File: src/uer_defs.svh
`ifndef UER_DEFS_SVH
`define UER_DEFS_SVH

// register addresses on the three address lines
`define UER_ADDR_0 3'h0
`define UER_ADDR_1 3'h1
`define UER_ADDR_2 3'h2
`define UER_ADDR_3 3'h3
`define UER_ADDR_4 3'h4
`define UER_ADDR_5 3'h5
`define UER_ADDR_6 3'h6
`define UER_ADDR_7 3'h7

// line control value that opens the enhanced bank
`define UER_LCR_KEY 8'hbf
// line control bit that opens the divisor bank
`define UER_LCR_DIV_BIT 7
// enhanced function bit that unlocks the enhanced bits
`define UER_EFR_UNLOCK_BIT 4
// fifo control bits
`define UER_FCR_ENABLE_BIT 0
`define UER_FCR_RX_RST_BIT 1
`define UER_FCR_TX_RST_BIT 2
// interrupt mask bits
`define UER_IER_RX_BIT 0
`define UER_IER_TX_BIT 1
`define UER_IER_LS_BIT 2
`define UER_IER_MS_BIT 3

// gating masks for the enhanced bits
`define UER_IER_BASE_MASK 8'h0f
`define UER_ISR_BASE_MASK 8'hcf
`define UER_FCR_BASE_MASK 8'hcf
`define UER_MCR_BASE_MASK 8'h1f

// interrupt status source codes in bits 3:0
`define UER_ISR_NONE 4'h1
`define UER_ISR_LINE 4'h6
`define UER_ISR_RECEIVE_READY_N 4'h4
`define UER_ISR_TRANSMIT_READY_N 4'h2
`define UER_ISR_MODEM 4'h0

// reset values
`define UER_RST_ZERO 8'h00
`define UER_RST_ISR 8'h01
`define UER_RST_SUMSEL 1'b1

// identity codes, values arbitrary
`define UER_REVISION_DEFAULT 8'h01
`define UER_DEVICE_ID_DEFAULT 8'h5a

`endif

File: src/uer_pkg.sv
package uer_pkg;

  // which register bank the address lines currently see
  typedef enum logic [1:0] {
    UER_BANK_STD = 2'b00,
    UER_BANK_DIV = 2'b01,
    UER_BANK_ENH = 2'b10
  } uer_bank_t;

  typedef logic [7:0] uer_byte_t;

endpackage : uer_pkg

File: src/uer_register_map.sv
// Summary of operation
// RL1: divisor latches at 000/001 when divisor bank open
// RL2: zero divisors read back revision and identity
// RL3: key bank address 000: trigger write, level read
// RL4: key bank: feature control 001, enhanced function 010
// RL5: key bank: flow characters at 100 to 111
// RL6: feature control field layout, bit 7 down
// RL7: enhanced function field layout, bit 7 down
// RL8: enhanced bits act only when unlock set
// RL9: summary select low returns ready summary
// RL10: interrupt mask gates four sources into status
// RL11: fifo and rx enabled show rx status
// RL12: rx interrupt when level reaches trigger
// RL13: rx status clears when level below trigger
// RL14: data ready set on load, cleared empty
// RL15: writes to read-only locations change nothing
`timescale 1ns/100ps
`default_nettype none
`include "uer_defs.svh"

module uer_register_map
  import uer_pkg::*;
#(
  parameter logic [7:0] REVISION = `UER_REVISION_DEFAULT,
  parameter logic [7:0] DEVICE_ID = `UER_DEVICE_ID_DEFAULT
) (
  input wire logic mclk_i,
  input wire logic reset_i,
  input wire logic [2:0] addr_i,
  input wire logic [7:0] wdata_i,
  input wire logic wr_i,
  input wire logic rd_i,
  input wire logic summary_select_n_i,
  input wire logic [3:0] receive_ready_n_i,
  input wire logic [3:0] transmit_ready_n_i,
  input wire logic [7:0] receive_holding_i,
  input wire logic [7:0] rx_fifo_level_i,
  input wire logic rx_char_loaded_i,
  input wire logic [6:0] line_status_upper_i,
  input wire logic line_error_i,
  input wire logic tx_empty_i,
  input wire logic [7:0] modem_status_i,
  input wire logic modem_delta_i,
  input wire logic [1:0] enh_status_i,
  output logic [7:0] rdata_o,
  output logic rx_read_o,
  output logic tx_write_o,
  output logic [7:0] tx_data_o,
  output logic rx_fifo_reset_o,
  output logic tx_fifo_reset_o,
  output logic [15:0] divisor_o,
  output logic [7:0] line_control_o,
  output logic [7:0] interrupt_mask_o,
  output logic [7:0] fifo_control_o,
  output logic [7:0] modem_control_o,
  output logic [7:0] feature_control_o,
  output logic [7:0] enhanced_function_o,
  output logic [7:0] trigger_level_o,
  output logic [7:0] resume_char_first_o,
  output logic [7:0] resume_char_second_o,
  output logic [7:0] pause_char_first_o,
  output logic [7:0] pause_char_second_o,
  output logic [7:0] interrupt_status_o,
  output logic data_ready_o,
  output logic int_o
);

  // stored registers; several double as outputs
  logic [7:0] line_control_reg;
  logic [7:0] mask_raw_reg; // as written, before unlock gating
  logic [7:0] fifo_raw_reg;
  logic [7:0] modem_raw_reg;
  logic [7:0] scratch_reg;
  logic sum_sel_n; // synchronised summary select
  uer_bank_t bank;
  logic div_zero;
  logic unlock;
  logic fifo_en;
  logic rx_avail;
  logic [7:0] isr_next;
  logic [7:0] rdata_next;

  // the select pin comes from outside the clock domain
  uer_pin_sync #(
    .RESET_LEVEL(`UER_RST_SUMSEL)
  ) u_sum_sync (
    .mclk_i(mclk_i),
    .reset_i(reset_i),
    .pin_i(summary_select_n_i),
    .level_o(sum_sel_n)
  );

  // bank selection from line control; the key value outranks bit 7
  always_comb begin
    if (line_control_reg == `UER_LCR_KEY) begin
      bank = UER_BANK_ENH;
    end else if (line_control_reg[`UER_LCR_DIV_BIT]) begin
      bank = UER_BANK_DIV; // RL1
    end else begin
      bank = UER_BANK_STD;
    end
  end

  assign div_zero = (divisor_o == 16'h0000);
  assign unlock = enhanced_function_o[`UER_EFR_UNLOCK_BIT];
  assign fifo_en = fifo_raw_reg[`UER_FCR_ENABLE_BIT];

  // divisor latches; writes land even when identity reads are showing
  always_ff @(posedge mclk_i) begin
    if (reset_i) begin
      divisor_o <= 16'h0000;
    end else if (wr_i && bank == UER_BANK_DIV) begin
      if (addr_i == `UER_ADDR_0) begin
        divisor_o[7:0] <= wdata_i; // RL1
      end else if (addr_i == `UER_ADDR_1) begin
        divisor_o[15:8] <= wdata_i; // RL1
      end
    end
  end

  // line control is reachable from every bank so software can leave one
  always_ff @(posedge mclk_i) begin
    if (reset_i) begin
      line_control_reg <= `UER_RST_ZERO;
    end else if (wr_i && addr_i == `UER_ADDR_3) begin
      line_control_reg <= wdata_i;
    end
  end

  // enhanced bank: trigger, feature, enhanced function, flow characters
  always_ff @(posedge mclk_i) begin
    if (reset_i) begin
      trigger_level_o <= `UER_RST_ZERO;
      feature_control_o <= `UER_RST_ZERO;
      enhanced_function_o <= `UER_RST_ZERO;
      resume_char_first_o <= `UER_RST_ZERO;
      resume_char_second_o <= `UER_RST_ZERO;
      pause_char_first_o <= `UER_RST_ZERO;
      pause_char_second_o <= `UER_RST_ZERO;
    end else if (wr_i && bank == UER_BANK_ENH) begin
      unique case (addr_i)
        `UER_ADDR_0: trigger_level_o <= wdata_i; // RL3
        `UER_ADDR_1: feature_control_o <= wdata_i; // RL4 RL6
        `UER_ADDR_2: enhanced_function_o <= wdata_i; // RL4 RL7
        `UER_ADDR_4: resume_char_first_o <= wdata_i; // RL5
        `UER_ADDR_5: resume_char_second_o <= wdata_i; // RL5
        `UER_ADDR_6: pause_char_first_o <= wdata_i; // RL5
        `UER_ADDR_7: pause_char_second_o <= wdata_i; // RL5
        default: begin
          // line control is handled on its own
        end
      endcase
    end
  end

  // standard bank writes; status addresses 101 and 110 are read-only
  always_ff @(posedge mclk_i) begin
    if (reset_i) begin
      mask_raw_reg <= `UER_RST_ZERO;
      fifo_raw_reg <= `UER_RST_ZERO;
      modem_raw_reg <= `UER_RST_ZERO;
      scratch_reg <= `UER_RST_ZERO;
    end else if (wr_i && bank == UER_BANK_STD) begin // RL15
      if (addr_i == `UER_ADDR_1) begin
        mask_raw_reg <= wdata_i;
      end
      if (addr_i == `UER_ADDR_2) begin
        // other bits take only with the enable bit set; resets self-clear
        fifo_raw_reg <= wdata_i[`UER_FCR_ENABLE_BIT] ?
          (wdata_i & 8'hf9) : 8'h00;
      end
      if (addr_i == `UER_ADDR_4) begin
        modem_raw_reg <= wdata_i;
      end
      if (addr_i == `UER_ADDR_7) begin
        scratch_reg <= wdata_i;
      end
    end
  end

  // one-cycle strobes toward the data path
  always_ff @(posedge mclk_i) begin
    if (reset_i) begin
      tx_write_o <= 1'b0;
      tx_data_o <= `UER_RST_ZERO;
      rx_read_o <= 1'b0;
      rx_fifo_reset_o <= 1'b0;
      tx_fifo_reset_o <= 1'b0;
    end else begin
      tx_write_o <= wr_i && bank == UER_BANK_STD && addr_i == `UER_ADDR_0;
      if (wr_i && bank == UER_BANK_STD && addr_i == `UER_ADDR_0) begin
        tx_data_o <= wdata_i;
      end
      rx_read_o <= rd_i && sum_sel_n && bank == UER_BANK_STD &&
        addr_i == `UER_ADDR_0;
      rx_fifo_reset_o <= wr_i && bank == UER_BANK_STD &&
        addr_i == `UER_ADDR_2 && wdata_i[`UER_FCR_ENABLE_BIT] &&
        wdata_i[`UER_FCR_RX_RST_BIT];
      tx_fifo_reset_o <= wr_i && bank == UER_BANK_STD &&
        addr_i == `UER_ADDR_2 && wdata_i[`UER_FCR_ENABLE_BIT] &&
        wdata_i[`UER_FCR_TX_RST_BIT];
    end
  end

  // effective copies: locked enhanced bits read and act as zero
  always_ff @(posedge mclk_i) begin
    if (reset_i) begin
      line_control_o <= `UER_RST_ZERO;
      interrupt_mask_o <= `UER_RST_ZERO;
      fifo_control_o <= `UER_RST_ZERO;
      modem_control_o <= `UER_RST_ZERO;
    end else begin
      line_control_o <= line_control_reg;
      interrupt_mask_o <= unlock ? mask_raw_reg :
        (mask_raw_reg & `UER_IER_BASE_MASK); // RL8
      fifo_control_o <= unlock ? fifo_raw_reg :
        (fifo_raw_reg & `UER_FCR_BASE_MASK); // RL8
      modem_control_o <= unlock ? modem_raw_reg :
        (modem_raw_reg & `UER_MCR_BASE_MASK); // RL8
    end
  end

  // receive data available: trigger compare in fifo mode, any byte otherwise
  assign rx_avail = fifo_en ?
    (rx_fifo_level_i != 8'h00 && rx_fifo_level_i >= trigger_level_o) :
    (rx_fifo_level_i != 8'h00); // RL12 RL13

  // status priority: line error, rx data, tx ready, modem change
  always_comb begin
    isr_next = {fifo_en, fifo_en, 2'b00, `UER_ISR_NONE};
    if (interrupt_mask_o[`UER_IER_LS_BIT] && line_error_i) begin
      isr_next[3:0] = `UER_ISR_LINE; // RL10
    end else if (interrupt_mask_o[`UER_IER_RX_BIT] && rx_avail) begin
      isr_next[3:0] = `UER_ISR_RECEIVE_READY_N; // RL11 RL12
    end else if (interrupt_mask_o[`UER_IER_TX_BIT] && tx_empty_i) begin
      isr_next[3:0] = `UER_ISR_TRANSMIT_READY_N; // RL10
    end else if (interrupt_mask_o[`UER_IER_MS_BIT] && modem_delta_i) begin
      isr_next[3:0] = `UER_ISR_MODEM; // RL10
    end
    if (unlock) begin
      isr_next[5:4] = enh_status_i; // RL8
    end
  end

  // status and interrupt pin follow the sources live, so they drop once
  // the level falls below the trigger without any read
  always_ff @(posedge mclk_i) begin
    if (reset_i) begin
      interrupt_status_o <= `UER_RST_ISR;
      int_o <= 1'b0;
    end else begin
      interrupt_status_o <= isr_next; // RL13
      int_o <= (isr_next[3:0] != `UER_ISR_NONE); // RL13
    end
  end

  // data ready: a load in the same cycle as emptying wins
  always_ff @(posedge mclk_i) begin
    if (reset_i) begin
      data_ready_o <= 1'b0;
    end else if (rx_char_loaded_i) begin
      data_ready_o <= 1'b1; // RL14
    end else if (rx_fifo_level_i == 8'h00) begin
      data_ready_o <= 1'b0; // RL14
    end
  end

  // read multiplexer; the summary select outranks every address
  always_comb begin
    unique case (addr_i)
      `UER_ADDR_0: rdata_next = receive_holding_i;
      `UER_ADDR_1: rdata_next = interrupt_mask_o;
      `UER_ADDR_2: rdata_next = interrupt_status_o;
      `UER_ADDR_3: rdata_next = line_control_reg;
      `UER_ADDR_4: rdata_next = modem_control_o;
      `UER_ADDR_5: rdata_next = {line_status_upper_i, data_ready_o};
      `UER_ADDR_6: rdata_next = modem_status_i;
      `UER_ADDR_7: rdata_next = scratch_reg;
    endcase
    if (bank == UER_BANK_DIV) begin
      if (addr_i == `UER_ADDR_0) begin
        rdata_next = div_zero ? REVISION : divisor_o[7:0]; // RL1 RL2
      end else if (addr_i == `UER_ADDR_1) begin
        rdata_next = div_zero ? DEVICE_ID : divisor_o[15:8]; // RL1 RL2
      end
    end else if (bank == UER_BANK_ENH) begin
      unique case (addr_i)
        `UER_ADDR_0: rdata_next = rx_fifo_level_i; // RL3
        `UER_ADDR_1: rdata_next = feature_control_o; // RL4
        `UER_ADDR_2: rdata_next = enhanced_function_o; // RL4
        `UER_ADDR_3: rdata_next = line_control_reg;
        `UER_ADDR_4: rdata_next = resume_char_first_o; // RL5
        `UER_ADDR_5: rdata_next = resume_char_second_o; // RL5
        `UER_ADDR_6: rdata_next = pause_char_first_o; // RL5
        `UER_ADDR_7: rdata_next = pause_char_second_o; // RL5
      endcase
    end
    if (!sum_sel_n) begin
      rdata_next = {receive_ready_n_i, transmit_ready_n_i}; // RL9
    end
  end

  // read data is held until the next read strobe
  always_ff @(posedge mclk_i) begin
    if (reset_i) begin
      rdata_o <= `UER_RST_ZERO;
    end else if (rd_i) begin
      rdata_o <= rdata_next;
    end
  end
endmodule : uer_register_map

`default_nettype wire

File: src/uer_pin_sync.sv
`timescale 1ns/100ps
`default_nettype none

// three-stage pin synchroniser; the level moves only when stages two and
// three agree, so a single metastable sample cannot glitch the output
module uer_pin_sync
  import uer_pkg::*;
#(
  parameter logic RESET_LEVEL = 1'b1
) (
  input wire logic mclk_i,
  input wire logic reset_i,
  input wire logic pin_i,
  output logic level_o
);

  logic meta_reg; // first stage, read only by the second
  logic mid_reg;
  logic last_reg;

  // capture chain
  always_ff @(posedge mclk_i) begin
    if (reset_i) begin
      meta_reg <= RESET_LEVEL;
      mid_reg <= RESET_LEVEL;
      last_reg <= RESET_LEVEL;
    end else begin
      meta_reg <= pin_i;
      mid_reg <= meta_reg;
      last_reg <= mid_reg;
    end
  end

  // accept a new level once the two settled stages agree
  always_ff @(posedge mclk_i) begin
    if (reset_i) begin
      level_o <= RESET_LEVEL;
    end else if (mid_reg == last_reg) begin
      level_o <= last_reg;
    end
  end

endmodule : uer_pin_sync

`default_nettype wire

File: config.mk
export PLATFORM = sky130hd
export DESIGN_NAME = uer_register_map
export DESIGN_NICKNAME = d
export VERILOG_FILES = /design/src/uer_pkg.sv /design/src/uer_register_map.sv /design/src/uer_pin_sync.sv
export VERILOG_INCLUDE_DIRS = /design/src
export SDC_FILE = /design/constraint.sdc
export NUM_CORES = 1
export LEC_CHECK = 0
export ABC_AREA = 0
export BUFFER_PORTS_ARGS = -buffer_cell sky130_fd_sc_hd__buf_2
export CORE_MARGIN = 3
export CORE_UTILIZATION = 48
export DETAILED_ROUTE_END_ITERATION = 8
export MAX_ROUTING_LAYER = met4
export PLACE_DENSITY = 0.76
export RECOVER_POWER = 50
export SYNTH_ARGS = -nofsm -noshare
export SYNTH_HDL_FRONTEND = slang
export SYNTH_SLANG_ARGS = --single-unit
File: constraint.sdc
create_clock -name mclk_i -period 1.5 [get_ports mclk_i]
set_input_delay 0.075 -clock mclk_i [delete_from_list [all_inputs] [get_ports mclk_i]]
set_output_delay 0.075 -clock mclk_i [all_outputs]
set_load 0.01 [all_outputs]
==> results of run 1 <==
==> power by group through the flow <==
stage | Combinational [mW] | Clock, mW | Sequential [mW]
6_report | 1.01 | 4.28 | 4.63
5_1_grt | 1.07 | 4.47 | 4.63
2_1_floorplan | 0.446 | 0 | 4.74
3_5_place_dp | 0.886 | 0 | 4.73
3_3_place_gp | 0.882 | 0 | 4.73
4_1_cts | 0.941 | 4.30 | 4.62
==> critical path, delay by kind of cell (launching register included) <==
family	cells	cell delay (ns)
flip-flops	1	0.32
multiplexers	1	0.24
buffers and inverters	1	0.16
AND/OR/NAND/NOR	5	0.90
==> metal layers <==
layer / vias to the layer above / global-route usage, %
li1: 3402 / -
met1: 3543 / 40.3
met2: 401 / 50.0
met3: 58 / 6.81
met4: 0 / 8.28
met5: - / -
==> kinds of logic after synthesis <==
logic type / count (synthesis) / share of synthesized area, %
simple gates: 291 / 18.7
buf+inv: 78 / 5.11
mux: 128 / 18.3
compound gates: 129 / 11.1
fa+ha+maj: 8 / 1.33
other cells: 1 / 0.0497
flops: 171 / 45.4
==> area by class of cell <==
cell class                 instances  area, sq um  area share (%)
clock buffer                      21          460            4.32
timing repair buffer             331         2250            21.1
tap                              211          264            2.47
clock inverter                    11          110            1.03
inverter                          18         67.6           0.633
sequential                       171         3440            32.2
multi-input combinational        559         4080            38.3
==> repair_timing <==
item	4_1_cts	5_1_grt
cloned	0	1
gates resized for setup	50	43
endpoints found under the hold margin	11	0
buffers inserted	3	7
pin swaps	18	38
endpoints found under the setup margin	116	107
hold buffers	10	0
==> cell usage in the layout, fill, tap and decap left out, types with 14 or more instances in the layout <==
master	instances
a21oi_1	32
mux2i_1	114
clkbuf_16	18
nand3_1	14
nand2_1	62
buf_4	99
dfxtp_1	163
nor2b_1	30
inv_1	17
nor2_1	112
buf_2	190
==> stage by stage <==
stage / utilization, % / worst slack (ns) / TNS (ns)
global route: 69.7 / -0.310 / -17.38
finish: 69.7 / -0.241 / -10.59
global placement: 62.3 / -0.254 / -11.71
CTS: 68.0 / -0.201 / -8.61
detailed placement: 62.3 / -0.276 / -13.98
floorplan: - / -0.114 / -5.27
==> worst min path at each step <==
stage	start	endpoint	slack (ns)	depth (start not counted)
global route	tx_empty_i	interrupt_status_o[1]	0.03	3
global placement	summary_select_n_i	u_sum_sync.meta_reg	0.27	2
CTS	transmit_ready_n_i[3]	rdata_o[3]	0.01	3
floorplan	reset_i	fifo_control_o[7]	0.16	1
finish	tx_empty_i	interrupt_status_o[1]	0.02	3
detailed placement	enh_status_i[0]	interrupt_status_o[4]	0.28	2
==> reports/summary.txt, run 1 <==
Vias in the first global route - 7039
Clock root buffer - clkbuf_16
Sw frac - 25.3%
Final setup viols - 84
Worst R2R End - feature_control_o[0]
Maximum capacitance violations - 0
Top FF cell, synth - dfxtp_1
Layout cells sized above 1 - 38.6%
Worst path arrival time - 2.04 ns
Met3 WL - 2490 um
Most frequent cell after synthesis - dfxtp_1
Post-synth top area cell - dfxtp_1
Synth async-reset ratio - 0%
Finished Cell Area - 10700 sq um
Area after DPL - 9540 sq um
Worst hold slack - 0.0165 ns
Final worst path period need - 1.74 ns
PnR Total Power - 9.91 mW
Largest net degree at the start of global routing - 55
Total number of vias - 7404
Cell-internal power - 7.40 mW
Combinational Power Share - 10.2%
HP Class - input port to flip-flop
GPL Wtd Cong - 0.977
Boundary pin count - 195
Core area - 15300 sq um
Post-Syn Area - 7550 sq um
Worst-Skew Late Latency - 0.44 ns
Max rail drop VDD - 806 uV
Max Clk Rate - 575 MHz
Synth top area share - 45.4%
Final std cells w/o fill - 1322
Uppermost layer routed - met4
Antenna Nets Post-Route - 0
Max reg flops - 16
Slowest CP cell - dfxtp_2
Grt ovf - 0
Worst R2R Start - line_control_reg[6]
Critical path launch point - line_control_reg[6]
Clk pwr share - 43.1%
R2R cell count - 7
I/O Buffers - 191
Final worst setup slack - -0.241 ns
Setup Skew - 0.0109 ns
Count of pins over their slew limit - 0
Crit-path cells - nand4b_1 > nor2_4 > nand3_4 > nor2_4 > buf_8 > mux2i_2 > nor2_1
Fill cells - 1205
DRT Pass-1 Iters - 7
Crit Path Max Fanout - 6
Num rows - 45
Vias per cell - 5.60
Initial antenna violation count - 0
CTS sink cnt - 171
Most common cell on crit path - nor2_4
Die W - 131 um
Routed WL - 27100 um
CTS Buffer Depth - 2
Sequential area share after synthesis - 45.4%
Status - finished, violations left
Met2 Wirelength - 12600 um
Endpoint type of the worst setup path - flip-flop
Kind of critical path - flip-flop to flip-flop
Drt wl/cell - 20.5 um
CTS tree - built
First-pass GRT wire length - 40600 um
Initial Util - 49.3%
Number of enable flip-flop cells after synthesis - 0
Max_slew headroom - 64.1%
DIE AREA - 17300 sq um
Slew @ Worst Pin - 0.539 ns
Num CTS Buffers - 17
Largest stage delay, worst path - 0.32 ns
Top area cells in the synthesized netlist - dfxtp_1 45%, mux2i_1 16%, nor2_1 5.7%
Synth unique cells - 60
Die Span Y - 131 um
Ys Warns - 0
Synth cell count leaders - 171 x dfxtp_1, 118 x mux2i_1, 115 x nor2_1, 64 x nand2_1, 39 x a21oi_1
RSZ-0062 raised after global routing - true
Final Hold Fails - 0
Tot GR Track Use - 31.2%
Power Density - 929 nW/um^2
Post-synthesis cell count - 806
Worst Path Required - 1.80 ns
DR iter-0 viols - 780
Worst Setup Start Kind - flip-flop
DRC viols - 0
Clock-pin slew on the worst setup and hold paths - 0.07 ns
NetSw - 2.51 mW
Antenna diodes - 0
Sequential Power Share - 46.7%
Setup slack, reg-to-reg - -0.24 ns
Leak Pwr - 4.79 nW
Area delta synth->final - 41.4%
Layout net count - 1167
Period utilization - 116%
DP HPWL - 19200 um
Setup crit end - feature_control_o[0]
Metal-1 WL - 11300 um
H-tree depth - 4
Flip-flop and latch count after synthesis - 171
Violations in the final reports - negative setup slack
Register with the most flip-flops - divisor_o
Inst Count DP - 1270
Syn_area_per_cell - 9.36 sq um
Note: power is estimated with default switching activity, not from simulation.
==> inputs of run 2 (changes only) <==
--- a/config.mk
+++ b/config.mk
@@ -8,11 +8,13 @@
 export LEC_CHECK = 0
 export ABC_AREA = 0
 export BUFFER_PORTS_ARGS = -buffer_cell sky130_fd_sc_hd__buf_2
+export CELL_PAD_IN_SITES_DETAIL_PLACEMENT = 2
+export CELL_PAD_IN_SITES_GLOBAL_PLACEMENT = 2
 export CORE_MARGIN = 3
-export CORE_UTILIZATION = 48
+export CORE_UTILIZATION = 29
 export DETAILED_ROUTE_END_ITERATION = 8
 export MAX_ROUTING_LAYER = met4
-export PLACE_DENSITY = 0.76
+export PLACE_DENSITY_LB_ADDON = 0.1
 export RECOVER_POWER = 50
 export SYNTH_ARGS = -nofsm -noshare
 export SYNTH_HDL_FRONTEND = slang
==> constraint.sdc (replaced) <==
create_clock -name mclk_i -period 1.6 [get_ports mclk_i]
set_input_delay 0.08 -clock mclk_i [delete_from_list [all_inputs] [get_ports mclk_i]]
set_output_delay 0.08 -clock mclk_i [all_outputs]
set_load 0.01 [all_outputs]
==> run 2 against run 1 <==
The flow still finishes with violations (negative setup slack); clock skew is 0.0034 ns higher; critical path depth is 1 lower; maximum frequency is 2.5% lower; combinational power hardly changed; count of clock-buffer cells in the layout is 1 lower; via count is 2.5% lower; clock power is 7.5% higher; first-iteration DRC count is 50% lower; sequential power is 6.3% lower; core utilization is 27 points lower; critical path type unchanged; highest routed layer unchanged.
==> reports/summary.txt, run 2 (synthesis results as in run 1) <==
First-pass GRT wire length - 50800 um (+25%)
DIE AREA - 28000 sq um (+62%)
Met2 Wirelength - 16400 um (+30%)
Die Span Y - 167 um (+27%)
Metal-1 WL - 15200 um (+34%)
Total number of vias - 7222 (-2.5%)
Boundary pin count - 195 (unchanged)
Power Density - 910 nW/um^2 (-2.1%)
Worst Path Required - 1.89 ns (+0.09 ns)
Antenna Nets Post-Route - 0 (unchanged)
Worst-Skew Late Latency - 0.44 ns (about the same)
CTS tree - built
Initial antenna violation count - 0 (unchanged)
Worst R2R Start - line_control_reg[6]
Period utilization - 112% (-4.4 points)
Final worst path period need - 1.79 ns (+0.0451 ns)
Slew @ Worst Pin - 0.600 ns (+0.0608 ns)
DP HPWL - 24800 um (+29%)
Clock root buffer - clkbuf_16
Setup Skew - 0.0143 ns (+0.00339 ns)
Endpoint type of the worst setup path - flip-flop
Violations in the final reports - negative setup slack
Placement Setup Slack - -0.312 ns (-0.0360 ns)
Leak Pwr - 4.87 nW (+1.7%)
Maximum capacitance violations - 0 (unchanged)
Critical path launch point - line_control_reg[6]
I/O Buffers - 191 (unchanged)
Worst Setup Start Kind - flip-flop
Routed WL - 33800 um (+25%)
Largest net degree at the start of global routing - 68 (+24%)
Most frequent cells in the layout - 190 x buf_2, 161 x dfxtp_1, 118 x buf_4
Initial Util - 29.7% (-20 points)
Max Clk Rate - 560 MHz (-2.5%)
Final setup viols - 73 (-13%)
Clock-pin slew on the worst setup and hold paths - 0.07 ns (about the same)
Die W - 167 um (+27%)
Hold Startpoint - wdata_i[0]
H-tree depth - 4 (unchanged)
Uppermost layer routed - met4
Worst path arrival time - 2.08 ns (+0.04 ns)
Core area - 25400 sq um (+66%)
Num CTS Buffers - 17 (unchanged)
Most common cell after layout, fill and taps aside - buf_2
Grt ovf - 0 (unchanged)
CTS Buffer Depth - 2 (unchanged)
Antenna diodes - 0 (unchanged)
Kind of critical path - flip-flop to flip-flop
Vias in the first global route - 7943 (+13%)
RSZ-0062 raised after global routing - true
CTS sink cnt - 171 (unchanged)
Finished Cell Area - 10900 sq um (+2.3%)
DRT Pass-1 Iters - 4 (-3)
DRC viols - 0 (unchanged)
Final worst setup slack - -0.186 ns (+0.0549 ns)
Vias per cell - 4.98 (-11%)
DR iter-0 viols - 392 (-50%)
Crit Path Max Fanout - 2 (-4)
Max rail drop VDD - 552 uV (-31%)
Register with the most flip-flops - divisor_o
Drt wl/cell - 23.3 um (+14%)
Num rows - 58 (+29%)
GPL Wtd Cong - 0.880 (-9.9%)
Fin Setup TNS - -6.20 ns (+4.39 ns)
Layout cells sized above 1 - 39.6% (+0.98 points)
Tot GR Track Use - 24.5% (-6.7 points)
HP Class - input port to flip-flop
Count of pins over their slew limit - 0 (unchanged)
Max reg flops - 16 (unchanged)
Final Hold Fails - 0 (unchanged)
Area after DPL - 9810 sq um (+2.8%)
Met3 WL - 1690 um (-32%)
Area delta synth->final - 44.7%
Status - finished, violations left
Layout net count - 1175 (+0.69%)
Max_slew headroom - 60.0% (-4.1 points)
## run 2: changes by cell type in the layout (fill, tap and decap cells not counted), moves of 3 or more
cell	before	now
bufinv_16	1	4
clkbuf_1	8	1
o21ai_1	6	2
buf_4	99	118
buf_6	9	6
clkinvlp_4	6	2
nor2_4	8	5
a21oi_1	32	35
## run 2: where the power goes
group          total, mW  switching, mW  internal [mW]
Combinational      0.993          0.586          0.407
Clock               4.60           1.88           2.72
Sequential          4.34         0.0322           4.30
## run 2: layer usage
layer  track usage [%]  vias to the layer above
li1                  -                     3392
met1              31.8                     3628
met2              40.5                      172
met3              3.97                       30
met4              5.16                        0
met5                 -                        -
## run 2: final cells by class
type | instances | area, sq um
Clock buffer | 20 | 457
Clock inverter | 12 | 184
Fill cell | 2795 | 14500
Inverter | 18 | 67.6
Multi-Input combinational cell | 559 | 4060
Sequential cell | 171 | 3440
Tap cell | 330 | 413
Timing Repair Buffer | 339 | 2290
## run 2: per-stage QoR
stage	std cells	power (mW)	hold WS (ns)	util, %
finish	1449	9.93	0.00580	43.0
global route	1449	10.3	0.0271	43.0
global placement	1406	5.34	0.271	38.6
CTS	1449	10.0	0.00243	42.2
detailed placement	1406	5.35	0.288	38.6
floorplan	808	4.86	0.163	-
## run 2: worst paths after layout
check	end	slack, ns	cells past startpoint
worst max-delay path	rdata_o[4]	-0.19	6
worst min-delay path	tx_data_o[0]	0.006	3
worst max register to register	rdata_o[4]	-0.19	6
worst min register to register	u_sum_sync.mid_reg	0.42	1
## run 2: worst max-delay path, cell delays in order, from the launching register on
cell      delay, ns
dfxtp_2        0.32
nand4b_1       0.27
or2_4          0.33
a21oi_1        0.18
o221ai_1       0.21
a31oi_1        0.26
nor4_1         0.08
## run 2: timing repair
item / CTS / global route
hold buffers: 10 / 0
pin swaps: 25 / 37
endpoints found under the setup margin: 84 / 95
resized for setup: 42 / 43
endpoints found under the hold margin: 10 / 0
setup buffers: 3 / 2
==> inputs of run 3 (changes only) <==
--- a/config.mk
+++ b/config.mk
@@ -6,12 +6,12 @@
 export SDC_FILE = /design/constraint.sdc
 export NUM_CORES = 1
 export LEC_CHECK = 0
-export ABC_AREA = 0
+export ABC_AREA = 1
 export BUFFER_PORTS_ARGS = -buffer_cell sky130_fd_sc_hd__buf_2
 export CELL_PAD_IN_SITES_DETAIL_PLACEMENT = 2
 export CELL_PAD_IN_SITES_GLOBAL_PLACEMENT = 2
 export CORE_MARGIN = 3
-export CORE_UTILIZATION = 29
+export CORE_UTILIZATION = 26
 export DETAILED_ROUTE_END_ITERATION = 8
 export MAX_ROUTING_LAYER = met4
 export PLACE_DENSITY_LB_ADDON = 0.1
==> run 3 against run 2 <==
The run now ends clean; clock skew grew 0.0019 ns; die area grew 6.7%; clock power shrank 5.4%; sequential share of layout area grew 2.2 points; synthesized cell count grew 24%; count of clock-buffer cells in the layout shrank 2; core utilization shrank 5.5 points; flip-flop and latch count is the same; hold slack gained 0.0040 ns; via count grew 12%; cell count grew 16%; critical path depth grew 5; largest cell class is now flip-flops and latches; largest power group is now registers.
==> reports/summary.txt, run 3 <==
Status - complete, no violations
Synth async-reset ratio - 0% (unchanged)
Tot GR Track Use - 23.9% (-0.52 points)
Ys Warns - 0 (unchanged)
Most common cell on crit path - nand2_1
Vias per cell - 4.83 (-3.1%)
Worst hold slack - 0.00979 ns (+0.00399 ns)
DR iter-0 viols - 503 (+28%)
Worst Setup Start Kind - flip-flop
Routed WL - 36100 um (+6.8%)
H-tree depth - 4 (unchanged)
RSZ-0062 raised after global routing - true
Antenna Nets Post-Route - 0 (unchanged)
Clock root buffer - clkbuf_16
Max_slew headroom - 59.0% (-1.1 points)
Crit-path cells - inv_2 > ha_4 > a21o_1 > nor2_2 > nand3_2 > nand2_1 > nand2_1 > nand3_2 > nand2_2 > nand2_2 > nand2_1
Synth cell count leaders - 171 x dfxtp_1, 147 x o21ai_0, 137 x inv_1, 130 x a21oi_1
CTS tree - built
Largest stage delay, worst path - 0.34 ns (about the same)
Slew @ Worst Pin - 0.614 ns (+0.0143 ns)
NetSw - 2.71 mW (+8.3%)
Drt wl/cell - 21.6 um (-7.5%)
Combinational Power Share - 9.4% (-0.6 points)
Syn_area_per_cell - 7.22 sq um (-23%)
Total number of vias - 8086 (+12%)
Synth unique cells - 31 (-48%)
Synth top area share - 47.3% (+1.9 points)
Cell-internal power - 6.91 mW (-6.9%)
CTS sink cnt - 171 (unchanged)
Sequential Power Share - 45.4% (+1.7 points)
Met1 Use GR - 32.3% (+0.50 points)
Max rail drop VDD - 479 uV (-13%)
Final setup viols - 0 (-100%)
Clk pwr share - 45.2% (-1.1 points)
Number of enable flip-flop cells after synthesis - 0 (unchanged)
Kind of critical path - flip-flop to flip-flop
Final std cells w/o fill - 1674 (+16%)
Crit Path Max Fanout - 2 (unchanged)
Worst-Skew Late Latency - 0.45 ns (about the same)
Register with the most flip-flops - divisor_o
Grt ovf - 0 (unchanged)
Top area cells in the synthesized netlist - dfxtp_1 47%, o21ai_0 10%, a21oi_1 9.0%
Boundary pin count - 195 (unchanged)
Setup Skew - 0.0162 ns (+0.00191 ns)
Worst path arrival time - 1.91 ns (-0.17 ns)
DP HPWL - 26600 um (+7.1%)
Initial antenna violation count - 0 (unchanged)
Fill cells - 3341 (+20%)
Worst Path Required - 1.94 ns (+0.05 ns)
GR met2 Demand/Resource - 38.4% (-2.1 points)
Post-Syn Area - 7240 sq um (-4.1%)
GPL Wtd Cong - 0.859 (-2.4%)
Post-layout util - 37.5% (-5.5 points)
Die W - 173 um (+3.3%)
Most common cell after layout, fill and taps aside - dfxtp_1
Endpoint type of the worst setup path - flip-flop
Num CTS Buffers - 17 (unchanged)
Inst Count DP - 1604 (+14%)
Area delta synth->final - 40.7%
Initial Util - 26.6% (-3.1 points)
Most frequent cell after synthesis - dfxtp_1
Sw frac - 28.1% (+3.0 points)
Die Span Y - 173 um (+3.3%)
Flip-flop and latch count after synthesis - 171 (unchanged)
Post-synthesis cell count - 1002 (+24%)
Max Clk Rate - 636 MHz (+14%)
Final Hold Fails - 0 (unchanged)
Post-synth top area cell - dfxtp_1
Grt peak-use layer - met2
Num rows - 60 (+3.4%)
Layout net count - 1358 (+16%)
Clock-pin slew on the worst setup and hold paths - 0.08 ns (about the same)
DRC viols - 0 (unchanged)
Maximum capacitance violations - 0 (unchanged)
Most frequent cells in the layout - 164 x dfxtp_1, 138 x o21ai_0, 129 x inv_1
Core area - 27200 sq um (+7.0%)
HP Class - input port to flip-flop
Vias in the first global route - 8401 (+5.8%)
Period utilization - 98.3% (-13 points)
Antenna diodes - 0 (unchanged)
Leak Pwr - 4.25 nW (-13%)
Met3 GRT Util - 3.07% (-0.89 points)
I/O Buffers - 191 (unchanged)
First-pass GRT wire length - 52900 um (+4.1%)
Sequential area share after synthesis - 47.3% (+1.9 points)
DIE AREA - 29900 sq um (+6.7%)
Layout cells sized above 1 - 22.2% (-17 points)
Power Density - 945 nW/um^2 (+3.9%)
Fin Setup TNS - 0 ns (+6.20 ns)
Top FF cell, synth - dfxtp_1
Slowest CP cell - dfxtp_2
DRT Pass-1 Iters - 5 (+1)
Final worst path period need - 1.57 ns (-0.212 ns)
Max reg flops - 16 (unchanged)
CTS Buffer Depth - 2 (unchanged)
Count of pins over their slew limit - 0 (unchanged)
Largest net degree at the start of global routing - 46 (-32%)
## run 3: power groups by stage
stage	Sequential [mW]	Combinational, mW	Clock, mW
2_1_floorplan	4.47	0.341	0
3_5_place_dp	4.46	0.840	0
6_report	4.37	0.903	4.35
5_1_grt	4.37	0.984	4.63
4_1_cts	4.37	0.883	4.42
3_3_place_gp	4.46	0.830	0
## run 3: repair_timing
action	CTS	global route
hold buffers	15	0
gates cloned	2	6
pin swaps	3	19
gates resized for setup	23	64
setup buffers	6	10
hold endpoints to repair	15	0
setup endpoints to repair	34	63
## run 3: layer usage
layer  share of wire [%]  routed length, um
met3                 3.6               1290
met2                  47              17000
met4                 1.5                558
met1                  48              17300
met5                   0                  0
## run 3: logic make-up after synthesis
| family | synth area share [%] |
|---|---|
| buffers and inverters | 11.2 |
| DFF | 47.3 |
| other | 0.0518 |
| muxes | 0.138 |
| and+or+nand+nor | 18.6 |
| adders and majority gates | 1.38 |
| AOI/OAI and AO/OA | 21.3 |
## run 3: critical path, delay by kind of cell, from the launching register on
family          cells  cell delay, ns
flops               1            0.34
simple gates        8            0.65
buf+inv             1            0.05
fa+ha+maj           1            0.25
compound gates      1            0.19
## run 3: area by class of cell
type | count | area [sq um] | share of cell area (%)
timing repair buffer | 321 | 1890 | 18.6
multi-input combinational | 632 | 3230 | 31.7
inverter | 146 | 551 | 5.41
sequential | 171 | 3430 | 33.7
tap | 372 | 465 | 4.57
clock buffer | 18 | 439 | 4.31
clock inverter | 14 | 168 | 1.65
## run 3: worst paths after layout
check	startpoint	to	slack (ns)	cells past startpoint
worst max-delay path	trigger_level_o[7]	int_o	0.03	11
worst min-delay path	tx_empty_i	interrupt_status_o[0]	0.01	4
worst max register to register	trigger_level_o[7]	int_o	0.03	11
worst min register to register	u_sum_sync.meta_reg	u_sum_sync.mid_reg	0.42	1
## run 3: metrics by stage
step	power [mW]	setup slack, ns	instance area, sq um
after global placement	5.29	-0.237	9140
after detailed placement	5.30	-0.307	9140
final	9.62	0.0268	10200
after global routing	9.99	-0.0919	10200
after CTS	9.67	-0.00194	10000
after floorplan	4.81	0.0264	7250
